--- src/oag_pkg.sv ---
// Constants and types shared by the operand address generator
package oag_pkg;

    // ==========================================================
    // Register numbers with special meaning as a base
    localparam logic [3:0]  OAG_PC_REG_NUM   = 4'h0;
    localparam logic [3:0]  OAG_FLAG_REG_NUM = 4'h2;

    // ==========================================================
    // Mode field encodings
    localparam logic [1:0]  OAG_SRC_MODE_REG = 2'h0;
    localparam logic [1:0]  OAG_SRC_MODE_IDX = 2'h1;
    localparam logic        OAG_DST_MODE_REG = 1'b0;
    localparam logic        OAG_DST_MODE_IDX = 1'b1;

    // ==========================================================
    // Address arithmetic and reset values
    localparam logic [15:0] OAG_WORD_STEP    = 16'h0002;
    localparam logic [15:0] OAG_ZERO_WORD    = 16'h0000;
    localparam logic [7:0]  OAG_ZERO_BYTE    = 8'h00;
    localparam logic [3:0]  OAG_RST_REG_NUM  = 4'h0;

    // ==========================================================
    // Sequencer states
    typedef enum logic [1:0] {
        OAG_IDLE,
        OAG_SRC_EXT,
        OAG_DST_EXT
    } oag_state_type;

endpackage

--- src/oag_operand_addr.sv ---
// Operand address generator with byte write-back formatting
//
// Functional notes
// - Register operands usable by word or byte instructions.
// - Byte result written to a register has upper eight bits zero.
// - Byte register operations take flags from the 8-bit result.
// - Register, indexed, symbolic, absolute modes for both operands.
// - Each memory operand consumes one extension word after the opcode.
// - Indexed address is base register plus signed extension offset.
// - Base registers stay unchanged by address calculation.
// - Program counter advances past every consumed extension word.
// - Symbolic address is program counter plus extension offset.
// - Symbolic mode increments program counter past offset words.
// - Source mode 00 and destination mode 0 mean register mode.
// - Mode 01/1 is indexed; PC base symbolic, flag register base absolute.
module oag_operand_addr (
    input  wire logic        mclk_i,
    input  wire logic        sys_rst_i,
    // Decode request from the fetch/execute unit
    input  wire logic        start_i,
    input  wire logic [15:0] pc_i,
    input  wire logic [1:0]  source_mode_field_i,
    input  wire logic        dst_mode_i,
    input  wire logic [3:0]  src_reg_i,
    input  wire logic [3:0]  dst_reg_i,
    input  wire logic [15:0] src_reg_val_i,
    input  wire logic [15:0] dst_reg_val_i,
    // Program memory read port
    output logic             mem_rd_o,
    output logic [15:0]      mem_addr_o,
    input  wire logic        mem_ack_i,
    input  wire logic [15:0] mem_rdata_i,
    // Address results
    output logic             done_o,
    output logic             mode_err_o,
    output logic             src_mem_o,
    output logic             dst_mem_o,
    output logic [15:0]      src_addr_o,
    output logic [15:0]      dst_addr_o,
    output logic [15:0]      pc_next_o,
    // Register write-back from the ALU
    input  wire logic        wb_req_i,
    input  wire logic        wb_byte_i,
    input  wire logic [3:0]  wb_reg_i,
    input  wire logic [15:0] wb_res_i,
    input  wire logic        wb_c8_i,
    input  wire logic        wb_c16_i,
    output logic             wb_we_o,
    output logic [3:0]       wb_reg_o,
    output logic [15:0]      wb_data_o,
    output logic             flag_n_o,
    output logic             flag_z_o,
    output logic             flag_c_o
);

    // ==========================================================
    // Base selection and address arithmetic

    // PC base is the extension word address, flag register gives zero
    function automatic logic [15:0] sel_base(
        input logic [3:0]  rnum,
        input logic [15:0] rval,
        input logic [15:0] ext_addr
    );
        logic [15:0] b;
        b = rval;
        if (rnum == oag_pkg::OAG_PC_REG_NUM)
            b = ext_addr;
        else if (rnum == oag_pkg::OAG_FLAG_REG_NUM)
            b = oag_pkg::OAG_ZERO_WORD;
        return b;
    endfunction

    // Advance an address by one word
    function automatic logic [15:0] next_word(input logic [15:0] a);
        return 16'(a + oag_pkg::OAG_WORD_STEP);
    endfunction

    // ==========================================================
    // State

    typedef struct packed {
        oag_pkg::oag_state_type st;
        logic [15:0] op_pc;
        logic [15:0] pc;
        logic [3:0]  src_reg;
        logic [3:0]  dst_reg;
        logic [15:0] src_base;
        logic [15:0] dst_base;
        logic        mem_rd;
        logic [15:0] mem_addr;
        logic        done;
        logic        mode_err;
        logic        src_mem;
        logic        dst_mem;
        logic [15:0] src_addr;
        logic [15:0] dst_addr;
        logic        wb_we;
        logic [3:0]  wb_reg;
        logic [15:0] wb_data;
        logic        fn;
        logic        fz;
        logic        fc;
    } oag_regs_type;

    oag_regs_type state_reg;
    oag_regs_type state_next;

    // Next state
    always_comb
    begin
        state_next = state_reg;
        state_next.done = 1'b0;
        state_next.mode_err = 1'b0;
        state_next.wb_we = 1'b0;
        case (state_reg.st)
            oag_pkg::OAG_IDLE:
            begin
                if (start_i)
                begin
                    // Bases only sampled, never written back
                    state_next.op_pc = pc_i;
                    state_next.pc = next_word(pc_i);
                    state_next.src_reg = src_reg_i;
                    state_next.dst_reg = dst_reg_i;
                    state_next.src_base = src_reg_val_i;
                    state_next.dst_base = dst_reg_val_i;
                    state_next.src_addr = oag_pkg::OAG_ZERO_WORD;
                    state_next.dst_addr = oag_pkg::OAG_ZERO_WORD;
                    state_next.src_mem =
                        (source_mode_field_i == oag_pkg::OAG_SRC_MODE_IDX);
                    state_next.dst_mem =
                        (dst_mode_i == oag_pkg::OAG_DST_MODE_IDX);
                    if (source_mode_field_i[1])
                    begin
                        // Indirect modes are not handled here
                        state_next.done = 1'b1;
                        state_next.mode_err = 1'b1;
                        state_next.src_mem = 1'b0;
                        state_next.dst_mem = 1'b0;
                    end
                    else if (source_mode_field_i == oag_pkg::OAG_SRC_MODE_IDX)
                    begin
                        // Source extension word goes first
                        state_next.st = oag_pkg::OAG_SRC_EXT;
                        state_next.mem_rd = 1'b1;
                        state_next.mem_addr = next_word(pc_i);
                    end
                    else if (dst_mode_i == oag_pkg::OAG_DST_MODE_IDX)
                    begin
                        state_next.st = oag_pkg::OAG_DST_EXT;
                        state_next.mem_rd = 1'b1;
                        state_next.mem_addr = next_word(pc_i);
                    end
                    else
                        state_next.done = 1'b1;
                end
            end
            oag_pkg::OAG_SRC_EXT:
            begin
                if (mem_ack_i)
                begin
                    state_next.src_addr = 16'(sel_base(state_reg.src_reg,
                        state_reg.src_base, state_reg.mem_addr)
                        + mem_rdata_i);
                    state_next.pc = next_word(state_reg.mem_addr);
                    if (state_reg.dst_mem)
                    begin
                        state_next.st = oag_pkg::OAG_DST_EXT;
                        state_next.mem_addr = next_word(state_reg.mem_addr);
                    end
                    else
                    begin
                        state_next.st = oag_pkg::OAG_IDLE;
                        state_next.mem_rd = 1'b0;
                        state_next.done = 1'b1;
                    end
                end
            end
            oag_pkg::OAG_DST_EXT:
            begin
                if (mem_ack_i)
                begin
                    state_next.dst_addr = 16'(sel_base(state_reg.dst_reg,
                        state_reg.dst_base, state_reg.mem_addr)
                        + mem_rdata_i);
                    state_next.pc = next_word(state_reg.mem_addr);
                    state_next.st = oag_pkg::OAG_IDLE;
                    state_next.mem_rd = 1'b0;
                    state_next.done = 1'b1;
                end
            end
            default:
            begin
                state_next.st = oag_pkg::OAG_IDLE;
                state_next.mem_rd = 1'b0;
            end
        endcase
        // Write-back formatting, word or byte
        if (wb_req_i)
        begin
            state_next.wb_we = 1'b1;
            state_next.wb_reg = wb_reg_i;
            if (wb_byte_i)
            begin
                state_next.wb_data = {oag_pkg::OAG_ZERO_BYTE,
                                      wb_res_i[7:0]};
                state_next.fn = wb_res_i[7];
                state_next.fz = (wb_res_i[7:0] == oag_pkg::OAG_ZERO_BYTE);
                state_next.fc = wb_c8_i;
            end
            else
            begin
                state_next.wb_data = wb_res_i;
                state_next.fn = wb_res_i[15];
                state_next.fz = (wb_res_i == oag_pkg::OAG_ZERO_WORD);
                state_next.fc = wb_c16_i;
            end
        end
    end

    // State register
    always_ff @(posedge mclk_i)
    begin
        if (sys_rst_i)
        begin
            state_reg <= '0;
            state_reg.st <= oag_pkg::OAG_IDLE;
            state_reg.wb_reg <= oag_pkg::OAG_RST_REG_NUM;
        end
        else
            state_reg <= state_next;
    end

    // Outputs straight from flops
    assign mem_rd_o   = state_reg.mem_rd;
    assign mem_addr_o = state_reg.mem_addr;
    assign done_o     = state_reg.done;
    assign mode_err_o = state_reg.mode_err;
    assign src_mem_o  = state_reg.src_mem;
    assign dst_mem_o  = state_reg.dst_mem;
    assign src_addr_o = state_reg.src_addr;
    assign dst_addr_o = state_reg.dst_addr;
    assign pc_next_o  = state_reg.pc;
    assign wb_we_o    = state_reg.wb_we;
    assign wb_reg_o   = state_reg.wb_reg;
    assign wb_data_o  = state_reg.wb_data;
    assign flag_n_o   = state_reg.fn;
    assign flag_z_o   = state_reg.fz;
    assign flag_c_o   = state_reg.fc;

    // ==========================================================
    // Assertions

    wire idle_w = (state_reg.st == oag_pkg::OAG_IDLE);
endmodule

--- config.mk ---
export PLATFORM = sky130hd
export DESIGN_NAME = oag_operand_addr
export DESIGN_NICKNAME = d
export VERILOG_FILES = /design/src/oag_pkg.sv /design/src/oag_operand_addr.sv
export SDC_FILE = /design/constraint.sdc
export NUM_CORES = 1
export LEC_CHECK = 0
export BUFFER_PORTS_ARGS = -buffer_cell sky130_fd_sc_hd__buf_2
export CAP_MARGIN = 20
export CORE_ASPECT_RATIO = 0.75
export CORE_UTILIZATION = 55
export CTS_CLUSTER_DIAMETER = 120
export DETAILED_ROUTE_END_ITERATION = 6
export GPL_ROUTABILITY_DRIVEN = 0
export GPL_TIMING_DRIVEN = 0
export PLACE_DENSITY = 0.89
export SETUP_SLACK_MARGIN = 0.02
export SLEW_MARGIN = 20
export SYNTH_ARGS = -nofsm -noshare
export SYNTH_HDL_FRONTEND = slang
export SYNTH_SLANG_ARGS = --single-unit
export TNS_END_PERCENT = 50
--- constraint.sdc ---
create_clock -name mclk_i -period 3.2 [get_ports mclk_i]
set_input_delay 0.64 -clock mclk_i [delete_from_list [all_inputs] [get_ports mclk_i]]
set_output_delay 0.64 -clock mclk_i [all_outputs]
set_load 0.005 [all_outputs]
# Word-level counts from Yosys, hierarchy flattened
# Index checks and enable logic that the tools add are counted.
op_classes:
  add_sub_neg: 4
  n_eq_ne: 13
  muxes: 40
  n_bitwise: 2
  reduce_logical: 17
op_table:
  columns: ["op", "n"]
  rows:
  - ["2-to-1 mux 16 bit", 12]
  - ["case mux 16 bit (2 select lines)", 4]
  - ["2-to-1 mux 127 bit", 1]
  - ["2-to-1 mux 17 bit", 3]
  - ["adder 16 bit", 2]
  - ["adder 16 x 2 -> 16 bit, second input constant", 2]
  - ["2-to-1 mux 24 bit", 1]
  - ["2-to-1 mux 19 bit", 1]
  - ["2-to-1 mux 18 bit", 1]
  - ["logical NOT 16 bit", 1]
  - ["2-to-1 mux 2 bit", 6]
  - ["!= test 2 bit, second input constant", 6]
  - ["AND reduction 6 bit", 2]
  - ["AND reduction 3 bit", 3]
  - ["== test 4 x 2 -> 1 bit, second input constant", 2]
  - ["logical NOT 4 bit", 2]
  - ["logical NOT 8 bit", 1]
  - ["2-to-1 mux 1 bit", 7]
  - ["case mux 1 bit (3 select lines)", 2]
  - ["case mux 2 bit (3 select lines)", 1]
  - ["nonzero test 2 bit", 3]
  - ["AND reduction 5 bit", 1]
  - ["== test 2 x 1 -> 1 bit, second input constant", 2]
  - ["2-to-1 mux 3 bit", 1]
  - ["8 further kinds", 9]
word_totals:
  register_bits: 151
  in_bits: 103
  out_inout_bits: 93
  elab_cells: 97

# Logic depth before layout (Yosys ltp)
logic_depth:
  ltp_word: 8
  mapped_depth: 13
  depth_no_buf: 12

# Worst setup path after synthesis
# No wires, ideal clock.
synth_timing:
  path_type: "flip-flop to flip-flop"
  start: "register state_reg[116] in the netlist's numbering"
  end: "register state_reg, in the netlist src_addr_o[14]"
  setup_time_ns: 0.117
  arrival_time_ns: 2.705
  required_time_ns: 3.083
  setup_slack_ns: 0.377
  path_stages_with_launch: 13
  path_buffers: 2
  period_less_slack_ns: 2.823
  cell_sequence: "dfxtp_1 > or3_1 > clkbuf_1 > clkbuf_1 > nand2_1 > nand2_1 > ha_1 > a21oi_1 > a21oi_1 > o31ai_2 > a211oi_1 > or3_1 > a32o_1"
synth_via:
  elab_chain_len: 8
  elab_cells_between_ends: 9
  cone_classes: "1 x add/sub; 1 x eq/ne; 6 x mux; 1 x reduce/logical"
synth_lines:
  columns: ["item", "line_no", "source"]
  rows:
  - ["start, declared", "oag_operand_addr.sv:106", "oag_regs_type state_reg;"]
  - ["start signal, assigned", "oag_operand_addr.sv:232", "state_reg <= state_next;"]
  - ["== test 4 x 2 -> 1 bit", "oag_operand_addr.sv:69", "else if (rnum == oag_pkg::OAG_FLAG_REG_NUM)"]
  - ["2-to-1 mux 16 bit", "oag_operand_addr.sv:69", null]
  - ["2-to-1 mux 16 bit *", "oag_operand_addr.sv:67", "if (rnum == oag_pkg::OAG_PC_REG_NUM)"]
  - ["2-to-1 mux 16 bit *", "oag_operand_addr.sv:161", "if (mem_ack_i)"]
  - ["2-to-1 mux 16 bit *", "oag_operand_addr.sv:116", "case (state_reg.st)"]
  - ["adder 16 bit *", "oag_operand_addr.sv:165", "+ mem_rdata_i);"]
  - ["2-to-1 mux 16 bit *", "oag_operand_addr.sv:161", null]
  - ["case mux 16 bit (2 select lines) *", "oag_operand_addr.sv:116", null]
# Every way passes the cells marked *; elsewhere a longest branch is shown, timed or not. The select of a mux whose other input is x is not followed.
# A chain may end at the register's enable or synchronous reset.

# Worst setup path in the final report
layout_timing:
  start: "register state_reg[111] in the netlist's numbering"
  end: "register state_reg, in the netlist dst_addr_o[12]"
layout_via:
  elab_chain_len: 8
  elab_cells_between_ends: 9
  cone_classes: "1 x add/sub; 1 x eq/ne; 6 x mux; 1 x reduce/logical"
layout_lines:
  columns: ["item", "line_no", "source"]
  rows:
  - ["== test 4 x 2 -> 1 bit", "oag_operand_addr.sv:69", null]
  - ["2-to-1 mux 16 bit", "oag_operand_addr.sv:69", null]
  - ["2-to-1 mux 16 bit *", "oag_operand_addr.sv:67", null]
  - ["2-to-1 mux 16 bit *", "oag_operand_addr.sv:182", "if (mem_ack_i)"]
  - ["2-to-1 mux 16 bit *", "oag_operand_addr.sv:116", null]
  - ["adder 16 bit *", "oag_operand_addr.sv:186", "+ mem_rdata_i);"]
  - ["2-to-1 mux 16 bit *", "oag_operand_addr.sv:182", null]
  - ["case mux 16 bit (2 select lines) *", "oag_operand_addr.sv:116", null]
# Marks and branches as above.

==> results.md <==
* Worst skew pair latency at roughly 430 ps
* Initial Utilization at 57.1%
* Commonest cells in the synthesized netlist: 198 x nand2_1, 135 x dfxtp_1, 90 x a21oi_1, 90 x nor2_1, 85 x buf_4
* # port buffers at between 150 and 200
* DP HPWL at approximately 20000 µm
* RSZ-0062 raised after global routing: true
* Crit path kind: reg2reg
* Gr usage total at 33.3%
* # hold bufs at CTS at 0
* Final Hold Fails at 0
* H-tree levels at 4
* CORE AREA at around 15000 µm²
* Non-Filler Instances at about 1500
* Syn_nets at about 1200
* Grt ovf at 0
* First-pass GRT wire length at approximately 40000 µm
* Leading area contributor after synthesis: dfxtp_1
* Placed Area at about 9600 µm²
* Total number of vias at 8693
* Vias in the first global route at about 7900
* Initial antenna violation count at 1
* Max-cap violation count at 0
* Layout Nets at around 1400
* Clk buf depth at 2
* Fmax at approximately 330 MHz
* Placed cells at 1471
* EDFF count, synth at 0
* Max reg flops at 42
* I/O pin cnt at about 200
* Final Routed Wirelength at about 26000 µm
* Top-count cell post-synth: nand2_1
* Leakage at about 0.0049 µW
* Arr. time, crit path at between 3000 and 4000 ps
* CP required at roughly 3500 ps
* Yosys cell types at 66
* Root buf cell: clkbuf_16
* Design Area, Final at ~10000 µm²
* Clock Sinks at roughly 140
* Syn_area_per_cell at about 7.8 µm²
* Capturing element type of the critical path: flop
* Hold Crit Class: in2reg
* CTS buffer count at 17
* Flip-flop and latch count after synthesis at 135
* Clock-pin slew on the worst setup and hold paths at ~60 ps
* Die ar. at around 16000 µm²
* Max VDD drop at 399 µV
* Largest net degree at the start of global routing at 17
* Clock Skew at around 8.4 ps
* Primary FF master, synth: dfxtp_1
* FP Rows at 38
* Final period utilization at ~95%
* Worst-Margin Slew at about 700 ps
* Area contributors post-synth: dfxtp_1 32%, nand2_1 8.9%, buf_4 7.6%
* Chip width at ~140 µm
* Max Transition Viols Final at 0
* Crit-path max FO at 8
* Worst setup SP type: flop
* Avg WL per Cell at approximately 17 µm
* DRC Markers at 0
* Final ANT Viol Nets at 0
* Final Critical Period at between 3000 and 4000 ps
* Yosys warning count at 0
* P per Cell Area at 509 nW/µm²
* Initial DRC Count at 1100
* Syn Inst Count at around 1100
* Drt pass-1 iters at 7
* Sequential fraction of the synthesis area at between 30% and 40%
* Vias per cell at around 5.8
* Worst relative slew slack at 52.9%
* Die H at approximately 110 µm
* Mapped cell area at around 8400 µm²
* Synthesis-to-finish area growth at 23.0%
* FFs w/ async S/R, synth at 0%
* Top-area cell type share of the netlist area at roughly 32%
* Post-CTS Setup Repair Bufs at 0
* Layout cells sized above 1 at a little over a quarter
* CTS tree: done
* # setup viols final at 0
* Status: complete, no violations
-- where the power goes --
group          internal [µW]  leakage [µW]  total, µW  switching [µW]
registers               1780       0.00110       1860            82.2
clock network           1390      0.000318       2180             795
logic                    494       0.00343       1190             698
total                   3660       0.00485       5230            1570
-- cell type report --
| type | count | area, µm² |
|---|---|---|
| clock buffer | 17 | 425 |
| sequential | 135 | 2700 |
| fill | 1180 | 4360 |
| antenna | 1 | 2.50 |
| clock inverter | 15 | 225 |
| tap | 200 | 250 |
| buffer | 145 | 891 |
| timing repair buffer | 193 | 966 |
| multi-input combinational | 778 | 4750 |
| inverter | 19 | 71.3 |
-- critical path, stage by stage, from the launching register on --
cell and delay (ps):
dfxtp_1 370, or3_1 120, clkbuf_1 320, nand2_1 140, nand2_1 110, ha_1 220, inv_1 70, fa_1 400
nand3b_1 190, nand2_1 120, a31oi_2 140, o31a_1 350, o211a_1 260, o31ai_1 170
-- logic make-up after synthesis --
family | synth area share (%)
AND/OR/NAND/NOR | 23.6
AO/OA/AOI/OAI | 18.4
buffers and inverters | 11.5
flip-flops | 32.3
XOR/XNOR | 5.34
adder cells (fa/ha/maj) | 6.76
multiplexers | 2.03
-- stage by stage --
| stage | worst slack, ps | util, % | power, µW | TNS [ps] | hold slack, ps |
|---|---|---|---|---|---|
| floorplan | 377 | - | 2640 | 0 | 426 |
| global placement | -107 | 65.4 | 2980 | -160 | 439 |
| detailed placement | -129 | 65.4 | 3020 | -244 | 447 |
| CTS | 47.8 | 70.0 | 5180 | 0 | 453 |
| global route | 9.59 | 70.2 | 5420 | 0 | 455 |
| finish | 149 | 70.2 | 5230 | 0 | 448 |
-- metal layers --
metal	GRT usage [%]	vias to the layer above	wire length, µm	share of wire [%]
met5	0	-	0	0
met3	7.99	100	3080	12
met1	43.8	3910	10700	42
met2	52.1	597	11100	43
li1	-	4086	-	-
met4	13.9	0	905	3.5
-- layout by cell type, fill, tap and decap left out, types with 4 or more instances in the layout --
cell	count
a22o_1	8
clkbuf_2	4
clkbuf_16	17
buf_4	85
or3_1	5
nor3b_1	5
and4_1	4
nor4_1	7
o21a_1	4
nand3_1	18
and3_1	4
nor3_1	16
mux2i_1	17
dfxtp_1	135
a211oi_1	14
inv_1	19
bufinv_16	5
xor2_1	19
clkinv_4	4
clkbuf_1	39
a22oi_1	16
nand2_1	198
a21oi_1	89
o221ai_1	8
nand4_1	13
xnor2_1	32
a21o_1	10
nand2b_1	7
ha_1	41
buf_1	4
nand3b_1	33
nor2_1	90
o22ai_1	5
and2_1	6
nor2b_1	11
o21ai_0	43
buf_2	205
-- path summary, 6_finish.rpt --
check                                            startpoint                          end  slack (ps)  cells past startpoint
worst min-delay path                      dst_reg_val_i[11]   state_reg[88]$_SDFFE_PP0P_         450                      3
worst min register to register   state_reg[84]$_SDFFE_PP0P_   state_reg[84]$_SDFFE_PP0P_         460                      2
worst max register to register  state_reg[111]$_SDFFE_PP0P_  dst_addr_o[12]$_SDFFE_PP0P_         150                     13
worst max-delay path            state_reg[111]$_SDFFE_PP0P_  dst_addr_o[12]$_SDFFE_PP0P_         150                     13
-- repair_timing --
item,CTS,global route
endpoints found under the hold margin,0,0
pin swaps,1,1
endpoints found under the setup margin,8,11
gates resized for setup,5,13
Power figures use the tool's default switching activity.
